===== src/design/fsf_regs.vh =====
// Register map, field positions and timing constants of the flash status flag block
`ifndef FSF_REGS_VH
`define FSF_REGS_VH
// Byte offsets on the register bus
`define FSF_CTRL_OFF      8'h00
`define FSF_STATUS_OFF    8'h04
`define FSF_PDATA_OFF     8'h08
`define FSF_CELL_OFF      8'h0c
`define FSF_READ_OFF      8'h10
`define FSF_BOOT_OFF      8'h14
`define FSF_LIMIT_OFF     8'h18
// Control register command bits (write one to act)
`define FSF_CMD_PROG      0
`define FSF_CMD_CHIP      1
`define FSF_CMD_BLOCK     2
`define FSF_CMD_RESET     3
`define FSF_CMD_FAIL      4
`define FSF_CMD_DONE      5
// Status read positions
`define FSF_ERASE_WIN     3
`define FSF_TIMEOUT       5
`define FSF_TOGGLE        6
`define FSF_POLL          7
// Status register fields
`define FSF_ST_BUSY       0
`define FSF_ST_HOLD       1
`define FSF_ST_FAILED     2
`define FSF_ST_ERASE      3
`define FSF_ST_SBOOT      4
// Reset values
`define FSF_CELL_RST      16'hffff
`define FSF_LIMIT_RST     32'h000f4240
// Erase hold window in microseconds and clock rate in MHz
`define FSF_HOLD_US       80
`define FSF_CLK_MHZ       200
`define FSF_HOLD_CYC      (`FSF_HOLD_US * `FSF_CLK_MHZ)
`endif


===== src/design/fsf_sync.v =====
// Two flip-flop synchroniser for pin inputs
`timescale 1ns/1ps
module fsf_sync #(
  parameter WIDTH = 3
) (
  // Clocking
  input  wire             clk,
  input  wire             ce,
  // Data
  input  wire [WIDTH-1:0] d,
  output reg  [WIDTH-1:0] q
);
  reg [WIDTH-1:0] meta_reg;

  // First stage feeds only the second stage
  always @(posedge clk)
  begin
    if (ce)
    begin
      meta_reg <= d;
      q        <= meta_reg;
    end
  end
endmodule // fsf_sync


===== src/design/fsf_flags.v =====
// Flash sequencer status flags, erase hold window and single-boot strap capture
//
// Function
// [RULE_01] Polling starts after last command write
// [RULE_02] Program: inverted bit 7, then cell
// [RULE_03] Erase: bit 7 zero, then one
// [RULE_04] Failure keeps in-progress bit 7 value
// [RULE_05] Poller reads programmed or erased address
// [RULE_06] Bit 6 inverts every status read
// [RULE_07] Success stops toggle, returns cell bit
// [RULE_08] Failure keeps bit 6 toggling
// [RULE_09] Bit 5 one after time limit
// [RULE_10] Bit 5 one on zero-to-one program
// [RULE_11] Failure locks until reset command
// [RULE_12] Block erase starts after 80 us hold
// [RULE_13] Bit 3 zero in hold, one erasing
// [RULE_14] Each block command restarts hold count
// [RULE_15] Failure returns one on bit 3
// [RULE_16] No ready/busy output to processor
// [RULE_17] Rewrite code runs outside the array
// [RULE_18] Interrupts disabled before rewrite
// [RULE_19] Single boot remaps boot ROM, array
// [RULE_20] Mode pins sampled at reset release
// [RULE_21] Bits 15..8 and 2..0 undefined
// [RULE_22] Counters count clocks, cleared by resets
//
// Chosen here: the address map and the AXI4-Lite register port.
`timescale 1ns/1ps
`include "fsf_regs.vh"
module fsf_flags #(
  parameter HOLD_CYC = `FSF_HOLD_CYC,
  parameter ADDR_W   = 8
) (
  // Clock, reset, enable
  input  wire              CORE_CLK,
  input  wire              RESET,
  input  wire              CE,
  // Strap pins
  input  wire              MODE_SELECT_PIN0,
  input  wire              MODE_SELECT_PIN1,
  input  wire              BOOT_SELECT_N,
  // Mapping outputs
  output wire              SINGLE_BOOT,
  output wire              BOOT_ROM_AT_VECTORS,
  // AXI4-Lite write address
  input  wire [ADDR_W-1:0] S_AXI_AWADDR,
  input  wire              S_AXI_AWVALID,
  output wire              S_AXI_AWREADY,
  // AXI4-Lite write data
  input  wire [31:0]       S_AXI_WDATA,
  input  wire [3:0]        S_AXI_WSTRB,
  input  wire              S_AXI_WVALID,
  output wire              S_AXI_WREADY,
  // AXI4-Lite write response
  output reg  [1:0]        S_AXI_BRESP,
  output reg               S_AXI_BVALID,
  input  wire              S_AXI_BREADY,
  // AXI4-Lite read address
  input  wire [ADDR_W-1:0] S_AXI_ARADDR,
  input  wire              S_AXI_ARVALID,
  output wire              S_AXI_ARREADY,
  // AXI4-Lite read data
  output reg  [31:0]       S_AXI_RDATA,
  output reg  [1:0]        S_AXI_RRESP,
  output reg               S_AXI_RVALID,
  input  wire              S_AXI_RREADY
);
  // Sequencer states, one-hot
  localparam [4:0] ST_READ  = 5'h01;
  localparam [4:0] ST_PROG  = 5'h02;
  localparam [4:0] ST_HOLD  = 5'h04;
  localparam [4:0] ST_ERASE = 5'h08;
  localparam [4:0] ST_FAIL  = 5'h10;

  reg  [4:0]        state_reg;
  reg  [4:0]        state_next;
  reg               is_erase_reg;
  reg  [15:0]       pdata_reg;
  reg  [15:0]       cell_reg;
  reg               toggle_reg;
  reg               tmo_reg;
  reg  [31:0]       hold_cnt_reg;
  reg  [31:0]       limit_reg;
  reg  [31:0]       run_cnt_reg;
  reg               sboot_reg;
  reg               strap_armed_reg;
  reg  [ADDR_W-1:0] awaddr_reg;
  reg               aw_full_reg;
  reg  [31:0]       wdata_reg;
  reg  [3:0]        wstrb_reg;
  reg               w_full_reg;
  wire [2:0]        pins_sync;
  wire              wr_go;
  wire              rd_go;
  wire [31:0]       cmd;
  reg  [15:0]       status_word;
  reg  [31:0]       rd_mux;
  reg               rd_ok;
  reg               wr_ok;

  // Strap pins come from outside the clock domain
  fsf_sync #(
    .WIDTH (3)
  ) u_sync (
    .clk (CORE_CLK),
    .ce  (CE),
    .d   ({MODE_SELECT_PIN0, MODE_SELECT_PIN1, BOOT_SELECT_N}),
    .q   (pins_sync)
  );

  // Write channels taken independently, one write in flight
  // Readies drop with the enable, so nothing is taken while state is frozen
  assign S_AXI_AWREADY = CE & ~aw_full_reg & ~S_AXI_BVALID;
  assign S_AXI_WREADY  = CE & ~w_full_reg & ~S_AXI_BVALID;
  assign S_AXI_ARREADY = CE & ~S_AXI_RVALID;
  assign wr_go         = aw_full_reg & w_full_reg & ~S_AXI_BVALID;
  assign rd_go         = S_AXI_ARVALID & ~S_AXI_RVALID;
  assign cmd           = (wr_go && awaddr_reg[ADDR_W-1:2] == `FSF_CTRL_OFF >> 2 && wstrb_reg[0]) ? wdata_reg : 32'h0;

  // Mapping follows the strap; boot ROM covers vector area in single boot
  assign SINGLE_BOOT         = sboot_reg;
  assign BOOT_ROM_AT_VECTORS = sboot_reg; // RULE_19

  // Status word; undefined bits read as zero, reads outside automatic mode give cell data
  always @*
  begin
    status_word = 16'h0000; // RULE_21
    if (state_reg == ST_READ)
      status_word = cell_reg; // RULE_07
    else
    begin
      status_word[`FSF_POLL]      = is_erase_reg ? 1'b0 : ~pdata_reg[`FSF_POLL]; // RULE_01 RULE_02 RULE_03 RULE_04
      status_word[`FSF_TOGGLE]    = toggle_reg; // RULE_06 RULE_08
      status_word[`FSF_TIMEOUT]   = tmo_reg; // RULE_09 RULE_10
      status_word[`FSF_ERASE_WIN] = (state_reg == ST_ERASE) | (state_reg == ST_FAIL); // RULE_13 RULE_15
    end
  end

  // Read decode; no ready/busy pin, but status register bit 0 shows busy beside the flag word
  always @*
  begin
    rd_mux = 32'h0;
    rd_ok  = 1'b1;
    case (S_AXI_ARADDR[ADDR_W-1:2])
      `FSF_CTRL_OFF >> 2:   rd_mux = 32'h0;
      `FSF_STATUS_OFF >> 2: rd_mux = {27'h0, sboot_reg, state_reg == ST_ERASE, state_reg == ST_FAIL,
                                      state_reg == ST_HOLD, state_reg != ST_READ};
      `FSF_PDATA_OFF >> 2:  rd_mux = {16'h0, pdata_reg};
      `FSF_CELL_OFF >> 2:   rd_mux = {16'h0, cell_reg};
      `FSF_READ_OFF >> 2:   rd_mux = {16'h0, status_word}; // RULE_16
      `FSF_BOOT_OFF >> 2:   rd_mux = {31'h0, sboot_reg};
      `FSF_LIMIT_OFF >> 2:  rd_mux = limit_reg;
      default:              rd_ok  = 1'b0;
    endcase
  end

  // Write address decode for the response code
  always @*
  begin
    case (awaddr_reg[ADDR_W-1:2])
      `FSF_CTRL_OFF >> 2, `FSF_PDATA_OFF >> 2, `FSF_CELL_OFF >> 2, `FSF_LIMIT_OFF >> 2,
      `FSF_STATUS_OFF >> 2, `FSF_READ_OFF >> 2, `FSF_BOOT_OFF >> 2: wr_ok = 1'b1;
      default: wr_ok = 1'b0;
    endcase
  end

  // Sequencer next state; reset command overrides everything, failure beats done while programming or erasing
  always @*
  begin
    state_next = state_reg;
    case (state_reg)
      ST_READ:
      begin
        if (cmd[`FSF_CMD_PROG])
          state_next = ST_PROG;
        else if (cmd[`FSF_CMD_CHIP])
          state_next = ST_ERASE;
        else if (cmd[`FSF_CMD_BLOCK])
          state_next = ST_HOLD;
      end
      ST_PROG, ST_ERASE:
      begin
        if (tmo_reg || cmd[`FSF_CMD_FAIL] || run_cnt_reg >= limit_reg)
          state_next = ST_FAIL;
        else if (cmd[`FSF_CMD_DONE])
          state_next = ST_READ; // RULE_07
      end
      ST_HOLD:
      begin
        // A block command on the last window cycle still restarts the window
        if (cmd[`FSF_CMD_BLOCK])
          state_next = ST_HOLD; // RULE_14
        else if (hold_cnt_reg >= HOLD_CYC - 1)
          state_next = ST_ERASE; // RULE_12
        else if (|cmd[`FSF_CMD_CHIP:`FSF_CMD_PROG])
          state_next = ST_READ; // Program or chip erase command in the window aborts
      end
      ST_FAIL:
        state_next = ST_FAIL; // RULE_11
      default:
        state_next = ST_READ;
    endcase
    if (cmd[`FSF_CMD_RESET])
      state_next = ST_READ; // RULE_11
  end

  // Bus slave and sequencer registers
  always @(posedge CORE_CLK)
  begin
    if (RESET)
    begin
      state_reg       <= ST_READ;
      is_erase_reg    <= 1'b0;
      pdata_reg       <= 16'h0000;
      cell_reg        <= `FSF_CELL_RST;
      toggle_reg      <= 1'b0;
      tmo_reg         <= 1'b0;
      hold_cnt_reg    <= 32'h0;
      run_cnt_reg     <= 32'h0;
      limit_reg       <= `FSF_LIMIT_RST;
      sboot_reg       <= 1'b0;
      strap_armed_reg <= 1'b1;
      aw_full_reg     <= 1'b0;
      w_full_reg      <= 1'b0;
      awaddr_reg      <= {ADDR_W{1'b0}};
      wdata_reg       <= 32'h0;
      wstrb_reg       <= 4'h0;
      S_AXI_BVALID    <= 1'b0;
      S_AXI_BRESP     <= 2'h0;
      S_AXI_RVALID    <= 1'b0;
      S_AXI_RRESP     <= 2'h0;
      S_AXI_RDATA     <= 32'h0;
    end
    else if (CE)
    begin
      // Strap caught once, at the first enabled cycle after release, from what the synchroniser took during reset
      if (strap_armed_reg)
      begin
        strap_armed_reg <= 1'b0;
        sboot_reg       <= pins_sync[2] & pins_sync[1] & ~pins_sync[0]; // RULE_20
      end
      if (S_AXI_AWVALID && S_AXI_AWREADY)
      begin
        awaddr_reg  <= S_AXI_AWADDR;
        aw_full_reg <= 1'b1;
      end
      if (S_AXI_WVALID && S_AXI_WREADY)
      begin
        wdata_reg  <= S_AXI_WDATA;
        wstrb_reg  <= S_AXI_WSTRB;
        w_full_reg <= 1'b1;
      end
      if (wr_go)
      begin
        aw_full_reg  <= 1'b0;
        w_full_reg   <= 1'b0;
        S_AXI_BVALID <= 1'b1;
        S_AXI_BRESP  <= wr_ok ? 2'h0 : 2'h2;
        // Program data register only loads while the array is idle; cell and limit load at any time
        if (state_reg == ST_READ && awaddr_reg[ADDR_W-1:2] == `FSF_PDATA_OFF >> 2 && wstrb_reg[1:0] == 2'h3)
          pdata_reg <= wdata_reg[15:0];
        if (awaddr_reg[ADDR_W-1:2] == `FSF_CELL_OFF >> 2 && wstrb_reg[1:0] == 2'h3)
          cell_reg <= wdata_reg[15:0];
        if (awaddr_reg[ADDR_W-1:2] == `FSF_LIMIT_OFF >> 2 && wstrb_reg == 4'hf)
          limit_reg <= wdata_reg;
      end
      else if (S_AXI_BVALID && S_AXI_BREADY)
        S_AXI_BVALID <= 1'b0;
      if (rd_go)
      begin
        S_AXI_RVALID <= 1'b1;
        S_AXI_RDATA  <= rd_mux;
        S_AXI_RRESP  <= rd_ok ? 2'h0 : 2'h2;
        // Each flag read inverts the toggle bit while automatic
        if (state_reg != ST_READ && S_AXI_ARADDR[ADDR_W-1:2] == `FSF_READ_OFF >> 2)
          toggle_reg <= ~toggle_reg; // RULE_06 RULE_08
      end
      else if (S_AXI_RVALID && S_AXI_RREADY)
        S_AXI_RVALID <= 1'b0;
      state_reg <= state_next;
      // Entry into automatic mode from read
      if (state_reg == ST_READ && state_next != ST_READ)
      begin
        is_erase_reg <= ~cmd[`FSF_CMD_PROG];
        toggle_reg   <= 1'b1; // RULE_06
        // Zero cell asked to become one cannot be programmed
        tmo_reg      <= cmd[`FSF_CMD_PROG] & |(pdata_reg & ~cell_reg); // RULE_10
      end
      // Any failure of a running operation reads as timed out
      else if ((state_reg == ST_PROG || state_reg == ST_ERASE) && state_next == ST_FAIL)
        tmo_reg <= 1'b1; // RULE_09
      // Time limit counter runs only while working
      if (state_reg == ST_PROG || state_reg == ST_ERASE)
        run_cnt_reg <= run_cnt_reg + 32'h1; // RULE_22
      else
        run_cnt_reg <= 32'h0;
      // Hold window counts cycles, restarting on each block command
      if (state_reg != ST_HOLD || cmd[`FSF_CMD_BLOCK] || cmd[`FSF_CMD_RESET])
        hold_cnt_reg <= 32'h0; // RULE_14 RULE_22
      else
        hold_cnt_reg <= hold_cnt_reg + 32'h1; // RULE_12
      if (state_next == ST_READ && state_reg != ST_READ)
      begin
        tmo_reg <= 1'b0;
        // Only a finished erase sets the cells; an abandoned window leaves them
        if (state_reg == ST_ERASE && !cmd[`FSF_CMD_RESET])
          cell_reg <= 16'hffff; // RULE_03
        else if (state_reg == ST_PROG && !cmd[`FSF_CMD_RESET])
          cell_reg <= cell_reg & pdata_reg; // RULE_02
      end
    end
  end
endmodule // fsf_flags


===== config.mk =====
export PLATFORM = sky130hd
export DESIGN_NAME = fsf_flags
export DESIGN_NICKNAME = d
export VERILOG_FILES = /design/src/design/fsf_sync.v /design/src/design/fsf_flags.v
export VERILOG_INCLUDE_DIRS = /design/src /design/src/design
export SDC_FILE = /design/constraint.sdc
export NUM_CORES = 1
export LEC_CHECK = 0
export BUFFER_PORTS_ARGS = -buffer_cell sky130_fd_sc_hd__buf_4
export CAP_MARGIN = 10
export CORE_UTILIZATION = 45
export DETAILED_ROUTE_END_ITERATION = 6
export HOLD_SLACK_MARGIN = 0.08
export PLACE_DENSITY = 0.61
export SYNTH_ARGS = -nofsm -noshare
export SYNTH_HDL_FRONTEND = slang
export SYNTH_SLANG_ARGS = --single-unit

===== constraint.sdc =====
create_clock -name CORE_CLK -period 3.2 [get_ports CORE_CLK]
set_input_delay 0.48 -clock CORE_CLK [delete_from_list [all_inputs] [get_ports CORE_CLK]]
set_output_delay 0.48 -clock CORE_CLK [all_outputs]
set_load 0.005 [all_outputs]

Yosys cells after proc, flatten, opt, wreduce, memory -nomap -nowiden
Index checks and enable logic that the tools add are counted.

Add/subtract/negate cells: 2. Multipliers: 0. Divide/modulo/power cells: 0. $lt $le $gt $ge: 2. Eq/ne operators: 24. Shift-type cells: 0. Multiplexer cells: 43. Bitwise operators: 23. Reduce and logical (&&, ||, !) cells: 50.

Operators with widths (count): 32-bit case mux with 6 select lines (1); 16-bit 2-to-1 mux (5); 32-bit by 1-bit adder with 32-bit output, second input constant (2); 32-bit 2-to-1 mux (2); 5-bit 2-to-1 mux (9); 6-bit by 3-bit == test with 1-bit output, second input constant (6); 16-bit AND (2); 32-bit by 14-bit >= comparator with 1-bit output, second input constant (1); 32-bit >= comparator (1); 6-bit by 2-bit == test with 1-bit output, second input constant (4); 2-bit AND reduction (11); 5-bit case mux with 4 select lines (1); 1-bit 2-to-1 mux (19); 1-bit logical AND (16); 16-bit NOT (1); 16-bit OR reduction (1); 7-bit OR reduction (2); 6-bit by 1-bit == test with 1-bit output, second input constant (2); 6-bit zero test (2); 2-bit nonzero test (6); 1-bit AND (11); 5-bit by 1-bit == test with 1-bit output, second input constant (2); 5-bit == test, second input constant (2); 5-bit by 1-bit inequality test with 1-bit output, second input constant (2); 17 further kinds (33).

Register bits after elaboration: 228. Latch bits: 0. RAM bits: 0. ROM bits: 0. Input port bits: 63. Word-level logic and storage cells: 167. Memories kept: 0.

Logic depth before layout (Yosys ltp)
Gate-level depths: netlist (run 1).

Depth after elaboration: 16. Mapped depth: 11. Depth with buffers taken out: 9.

Modules after synthesis
From an unflattened synthesis (run 1), not the netlist that was laid out.

Cells, all modules: 1350. Area total of the unflattened synthesis: 10757.8 µm².

By module, submodules not included: fsf_flags (instances 1, cells each 1344, area an instance 10577.6 µm², seq. area each 4364.2 µm²); fsf_sync (instances 1, cells each 6, area an instance 180.2 µm², seq. area each 180.2 µm²).

Least setup slack after synthesis (run 1)
OpenSTA, ideal clock, no wires.

Path type: register to register. Start: register limit_reg[10]. End: register cell_reg[5]. Arrival: 2440 ps. Data required time: 3072 ps. Path slack: 632 ps. Stages on the path, launching flop included: 11. Buffers on the path: 1. Clock period less this slack: 2568 ps. Path through: dfxtp_1 -> inv_1 -> ha_1 -> a21oi_1 -> a21boi_1 -> or4_1 -> o311ai_2 -> nand3_2 -> a31oi_4 -> buf_6 -> o211ai_2.

Longest elaborated chain between the ends: 8.

RTL lines: start, declared (line fsf_flags.v:83) `reg [31:0] limit_reg;`; start signal, assigned (line fsf_flags.v:220) `` limit_reg <= `FSF_LIMIT_RST; ``; start signal, assigned (line fsf_flags.v:265) `limit_reg <= wdata_reg;`; 32-bit >= comparator (line fsf_flags.v:183) `` if (tmo_reg || cmd[`FSF_CMD_FAIL] || run_cnt_reg >= limit_reg) ``; 1-bit logical OR (line fsf_flags.v:183); 5-bit 2-to-1 mux (line fsf_flags.v:183); 5-bit case mux with 4 select lines (line fsf_flags.v:171) `case (state_reg)`; 5-bit 2-to-1 mux (line fsf_flags.v:203) `` if (cmd[`FSF_CMD_RESET]) ``; 5-bit by 1-bit == test with 1-bit output (line fsf_flags.v:302) `if (state_next == ST_READ && state_reg != ST_READ)`; 1-bit logical AND (line fsf_flags.v:302); 16-bit 2-to-1 mux (line fsf_flags.v:302); end signal, assigned (line fsf_flags.v:215) `` cell_reg <= `FSF_CELL_RST; ``; end signal, assigned (line fsf_flags.v:263) `cell_reg <= wdata_reg[15:0];`; end signal, assigned (line fsf_flags.v:309) `cell_reg <= cell_reg & pdata_reg;`; end, declared (line fsf_flags.v:79) `reg [15:0] cell_reg;`.

No other way between the ends. A chain may end at the register's enable or synchronous reset.

Worst setup path after layout (run 1)
Start: register limit_reg[10]. End: register cell_reg[2].

The elaborated chain is that of the path after synthesis.

==> results of run 1 <==
-- worst paths after layout --
path,startpoint,endpoint
setup / recovery,limit_reg[10]$_SDFFE_PP0P_,cell_reg[2]$_SDFFE_PP1P_
setup reg to reg,limit_reg[10]$_SDFFE_PP0P_,cell_reg[2]$_SDFFE_PP1P_
hold reg to reg,u_sync.meta_reg[0]$_DFFE_PP_,u_sync.q[0]$_DFFE_PP_
hold / removal,MODE_SELECT_PIN1,u_sync.meta_reg[1]$_DFFE_PP_
-- power by group through the flow --
stage,registers (mW),logic (mW),clock network (mW)
floorplan,2.96,0.229,0
global placement,2.98,0.368,0
detailed placement,2.98,0.372,0
CTS,2.92,0.373,3.08
global route,2.92,0.411,3.21
finish,2.92,0.374,3.02
-- cells by family (layout without fill, tap and decap cells) --
group,count (synthesis),count (layout),synth area share
xor gates and xnor gates,58,58,0.0482
adders and majority gates,34,34,0.0403
DFF,224,224,0.431
muxes,36,36,0.0357
and+or+nand+nor,520,520,0.224
buffers and inverters,128,232,0.0495
AOI/OAI and AO/OA,273,273,0.171
other,1,2,0.000355
-- routing by layer --
layer,track usage,share of wire,wire (µm)
met1,0.342,0.46,13300
met2,0.382,0.44,12800
met3,0.0384,0.068,1960
met4,0.0802,0.029,853
met5,0,0,0
-- placed cells by master (no fill, tap or decap), types with 19 or more instances in the layout --
| master | instances |
|---|---|
| nand3_1 | 42 |
| o211ai_1 | 27 |
| nand2_1 | 229 |
| nor2_1 | 136 |
| dfxtp_1 | 218 |
| mux2i_1 | 23 |
| buf_4 | 128 |
| clkbuf_16 | 26 |
| ha_1 | 34 |
| xor2_1 | 44 |
| a21oi_1 | 134 |
| inv_1 | 55 |
| nand4_1 | 19 |
-- area by class of cell --
type,count,area (µm²)
Tap cell,313,392
Clock buffer,35,724
Multi-Input combinational cell,923,5510
Inverter,57,214
Sequential cell,224,4540
Timing Repair Buffer,129,981
Clock inverter,11,153
Fill cell,2197,10300
-- stage by stage --
stage | instance area (µm²) | setup slack, ns | utilization
floorplan | 10600 | 0.632 | -
global placement | 11600 | 0.441 | 0.509
detailed placement | 11600 | 0.342 | 0.509
CTS | 12500 | 0.359 | 0.548
global route | 12500 | 0.0557 | 0.548
finish | 12500 | 0.334 | 0.548
==> results.toml, run 1 <==
[timing]
drv_slew = 0
hold_viol = 0
rsz0062_at_grt = "false"
finalSetupTns_ns = 0
relSlewSlack = 0.529
tightest_slew_ns = 0.707
period_minus_slack_ns = 2.87
finalClockSkew_ns = 0.0127
period_share = 0.896
max_freq_mhz = 349
setup_violations = 0
holdWs_ns = 0.131

[power]
pwr-share-clk = 0.478
power.total_mw = 6.31
seqPwrFrac = 0.462
peakVddDrop_mv = 0.431
combPwrFrac = 0.059
p_per_area_mw_per_mm2 = 504
switching_power_mw = 1.47
p_leak_nw = 4.71
internal_power_mw = 4.84
swShare = 0.233

[flow_run]
cap_violations = 0

[detailed_routing]
finalWirelength_um = 28900
dr_total_vias = 9321
drtAntennaViolNets = 0
dr.pass1.iters = 7
first_iter_violations = 633
wl_per_cell_um = 17.1
vias_per_cell = 5.51
drcViolationCount = 5

[logic_synthesis]
synth.most_common_cell = "nand2_1"
yosysTopAreaCell = "dfxtp_1"
yosysWarningCount = 0
synthTopCellsByArea = "dfxtp_1, nand2_1, a21oi_1"
synth_ff_type = "dfxtp_1"
ys_seq_area_frac = 0.431
synth.distinct_cells = 70
syn_avg_cell_area_um2 = 8.28
synth_area_mm2 = 0.0105
async_reset_ff_frac = 0
yosys.area.top_type_share = 0.414
yosys-top-cells-count = "nand2_1, dfxtp_1, nor2_1"
synthCells = 1274
ys_seq_elements = 224
synth_edf_count = 6

[critical_path]
path_depth = 10
worstSetupEndpointType = "flop"
worstPathBufferInverterCount = 2
crit_type = "flop to flop"
required_ns = 3.60
arrival_ns = 3.26
path_cells = "inv_1 > ha_1 > a21oi_1 > a21boi_1 > or4_1 > o311ai_2 > nand3_2 > a31oi_4 > buf_4 > o211ai_1"
slowest_delay_ns = 0.49
crit_fanout = 9
cpMaxStageDelayCell = "or4_1"
startpoint_type = "flop"
cp_top_family = "compound AO/OA/AOI/OAI gates"
rr_worst_depth = 10
rrSetupSlack_ns = 0.33

[global_route]
antenna_found_initial = 0
grt_pass1_wl_um = 47000
overflow = 0
grtUsageTotal = 0.244
grt_pass1_vias = 8937
grt_max_degree = 65

[clock_tree]
numCtsBuffers = 26
htreeDepth = 1
ctsHoldBuffers = 0
clkLatencyLatePin_ns = 0.53
path_clk_slew_ns = 0.06
clk_path_buf_depth = 3
cts_tree = "done"
cts_setup_buffers = 0
cts_root_buf = "clkbuf_16"
ctsResizeCount = 0
clock_sinks = 224

[floorplan]
fp.dieH_um = 155
core_area_mm2 = 0.0228
initial_core_util = 0.462
row_count = 55
fp.dieW_um = 155
io_pins = 106
die_area_mm2 = 0.0241

[run_status]
status = "complete, but fails checks"
violations = "design-rule violations"

[cells_and_area]
fin_cells = 1692
fin_nets = 1458
area_growth_pct = 18.6
antennaDiodeCount = 0
drive_gt1_frac = 0.155

[placed_design]
gp_congestion = 0.860
port_buffers = 99
placed_cells = 1646
place_hpwl_um = 20300

[hold_path]
hp-class = "input pin to flop"
whs_path_depth = 1
Power figures use the tool's default switching activity.
==> run 2: changes to the inputs <==
--- a/config.mk
+++ b/config.mk
@@ -8,10 +8,11 @@
 export LEC_CHECK = 0
 export BUFFER_PORTS_ARGS = -buffer_cell sky130_fd_sc_hd__buf_4
 export CAP_MARGIN = 10
-export CORE_UTILIZATION = 45
+export CORE_UTILIZATION = 59
 export DETAILED_ROUTE_END_ITERATION = 6
 export HOLD_SLACK_MARGIN = 0.08
-export PLACE_DENSITY = 0.61
+export PLACE_DENSITY = 0.77
 export SYNTH_ARGS = -nofsm -noshare
 export SYNTH_HDL_FRONTEND = slang
+export SYNTH_HIERARCHICAL = 1
 export SYNTH_SLANG_ARGS = --single-unit
==> run 2 against run 1 <==
The flow now finishes without violations. Synthesized cell count is 6.0% higher. Largest power group is now registers. Global-route usage is 6.0 points higher. Combinational power down 28%. Area after synthesis is 2.0% higher. Power fell by 7.9%. Setup slack got worse by 0.034 ns. Routed wire length down 2.6%. Via count increased by 6.8%. Clock skew grew 0.0057 ns. Cell area down 0.74%. Final cell count down 1.5%.
==> results.toml, run 2 <==
[placed_design]
port_buffers = 99
gp_congestion = 0.936
place_hpwl_um = 18900

[detailed_routing]
drtAntennaViolNets = 0
dr.pass1.iters = 7
finalWirelength_um = 28200
first_iter_violations = 826
dr_total_vias = 9953
vias_per_cell = 5.97
drcViolationCount = 0
wl_per_cell_um = 16.9

[floorplan]
die_area_mm2 = 0.0188
initial_core_util = 0.601
io_pins = 106
fp.dieW_um = 137
core_area_mm2 = 0.0179
row_count = 49
fp.dieH_um = 137

[cells_and_area]
area_growth_pct = 15.5
drive_gt1_frac = 0.141
final_cell_mix = "nand2_1, dfxtp_1, a21oi_1"
layout_commonest_cell = "nand2_1"
fin_nets = 1517
antennaDiodeCount = 0

[power]
internal_power_mw = 4.49
p_per_area_mw_per_mm2 = 468
pwr-share-clk = 0.458
combPwrFrac = 0.046
seqPwrFrac = 0.495
peakVddDrop_mv = 0.465
switching_power_mw = 1.33
p_leak_nw = 4.69
swShare = 0.228

[timing]
relSlewSlack = 0.287
period_minus_slack_ns = 2.90
holdWs_ns = 0.133
hold_viol = 0
finalSetupTns_ns = 0
tightest_slew_ns = 1.04
period_share = 0.906
setup_violations = 0
finalClockSkew_ns = 0.0184
rsz0062_at_grt = "false"
max_freq_mhz = 345
drv_slew = 0

[clock_tree]
numCtsBuffers = 23
path_clk_slew_ns = 0.06
clock_sinks = 224
ctsResizeCount = 0
cts_root_buf = "clkbuf_16"
cts_setup_buffers = 0
cts_tree = "done"
clk_path_buf_depth = 3
ctsHoldBuffers = 0
htreeDepth = 1
clkLatencyLatePin_ns = 0.52

[flow_run]
cap_violations = 0

[global_route]
grtUsageTotal = 0.304
grt_max_degree = 59
overflow = 0
antenna_found_initial = 0
grt_pass1_vias = 9099
grt_pass1_wl_um = 45700

[logic_synthesis]
ys_seq_elements = 224
yosysWarningCount = 6
synth_area_mm2 = 0.0108
syn_avg_cell_area_um2 = 7.97
synth_edf_count = 6
synthTopCellsByArea = "dfxtp_1, nand2_1, a21oi_1"
ys_seq_area_frac = 0.422
yosys-top-cells-count = "nand2_1, dfxtp_1, a21oi_1"
yosys.area.top_type_share = 0.406
yosysTopAreaCell = "dfxtp_1"
synthCells = 1350
synth.distinct_cells = 73
synth.most_common_cell = "nand2_1"
async_reset_ff_frac = 0
synth_ff_type = "dfxtp_1"

[hold_path]
hp-class = "input pin to flop"

[critical_path]
arrival_ns = 3.28
crit_fanout = 15
worstSetupEndpointType = "flop"
required_ns = 3.58
crit_type = "flop to flop"
startpoint_type = "flop"

[run_status]
status = "complete, no violations"
==> run 2: cell count changes after synthesis, moves of 11 or more <==
| cell | delta |
|---|---|
| nor2_1 | +19 |
| a21oi_1 | +49 |
| nand2_1 | +24 |
| o211ai_1 | -21 |
| mux2_2 | -13 |
| a211oi_2 | +11 |
==> run 2: metal layers <==
layer / global-route usage / wire (µm) / share of wire
met5: 0 / 0 / 0
met4: 0.117 / 940 / 0.033
met3: 0.0481 / 2110 / 0.075
met2: 0.487 / 12700 / 0.45
met1: 0.411 / 12400 / 0.44
==> run 2: worst paths after layout <==
path,slack (ns),to,start,depth (start not counted)
worst min-delay path,0.13,u_sync/meta_reg[2]$_DFFE_PP_,MODE_SELECT_PIN0,1
worst min register to register,0.42,u_sync/q[0]$_DFFE_PP_,u_sync/meta_reg[0]$_DFFE_PP_,0
worst max-delay path,0.30,cell_reg[2]$_SDFFE_PP1P_,limit_reg[11]$_SDFFE_PP0P_,11
worst max register to register,0.30,cell_reg[2]$_SDFFE_PP1P_,limit_reg[11]$_SDFFE_PP0P_,11
==> run 2: metrics by stage <==
step / power, mW / cells / setup slack (ns) / util / cell area (µm²)
finish: 5.81 / 1666 / 0.300 / 0.694 / 12400
CTS: 5.84 / 1666 / 0.291 / 0.694 / 12400
global placement: 3.20 / 1624 / 0.334 / 0.652 / 11700
global route: 5.97 / 1666 / 0.0948 / 0.694 / 12400
floorplan: 3.07 / 1351 / 0.700 / - / 10800
detailed placement: 3.21 / 1624 / 0.300 / 0.652 / 11700
==> run 2: cell type report <==
type                    instances  area [µm²]
flip-flops and latches        224        4540
clock inverters                11        86.3
well taps                     229         287
clock buffers                  31         666
repair buffers                130         988
multi-input cells             983        5630
inverters                      58         218
fillers                      1479        5480
==> run 2: cells by family (layout without fill, tap and decap cells) <==
logic type	count (synthesis)	count (layout)	share of synthesized area
AO/OA/AOI/OAI	306	306	0.183
adder cells (fa/ha/maj)	34	34	0.0395
AND/OR/NAND/NOR	566	566	0.236
buffers and inverters	144	230	0.0555
multiplexers	19	19	0.0177
flip-flops	224	224	0.422
XOR/XNOR	56	56	0.0456
other	1	2	0.000349
==> run 2: power groups by stage <==
stage               combinational, mW  sequential, mW  clock [mW]
finish                          0.270            2.88        2.67
global route                    0.294            2.88        2.79
CTS                             0.268            2.88        2.69
detailed placement              0.267            2.94           0
global placement                0.264            2.94           0
floorplan                       0.151            2.92           0
==> run 2: critical path: stages, from the launching register on <==
cell and delay, ns:
dfxtp_1 0.41, inv_1 0.07, ha_1 0.32, a21oi_1 0.12
o21ai_0 0.12, a2111o_1 0.43, a21oi_1 0.22, o221ai_2 0.20
o31ai_4 0.27, nor3b_4 0.21, buf_4 0.29, a211oi_1 0.12
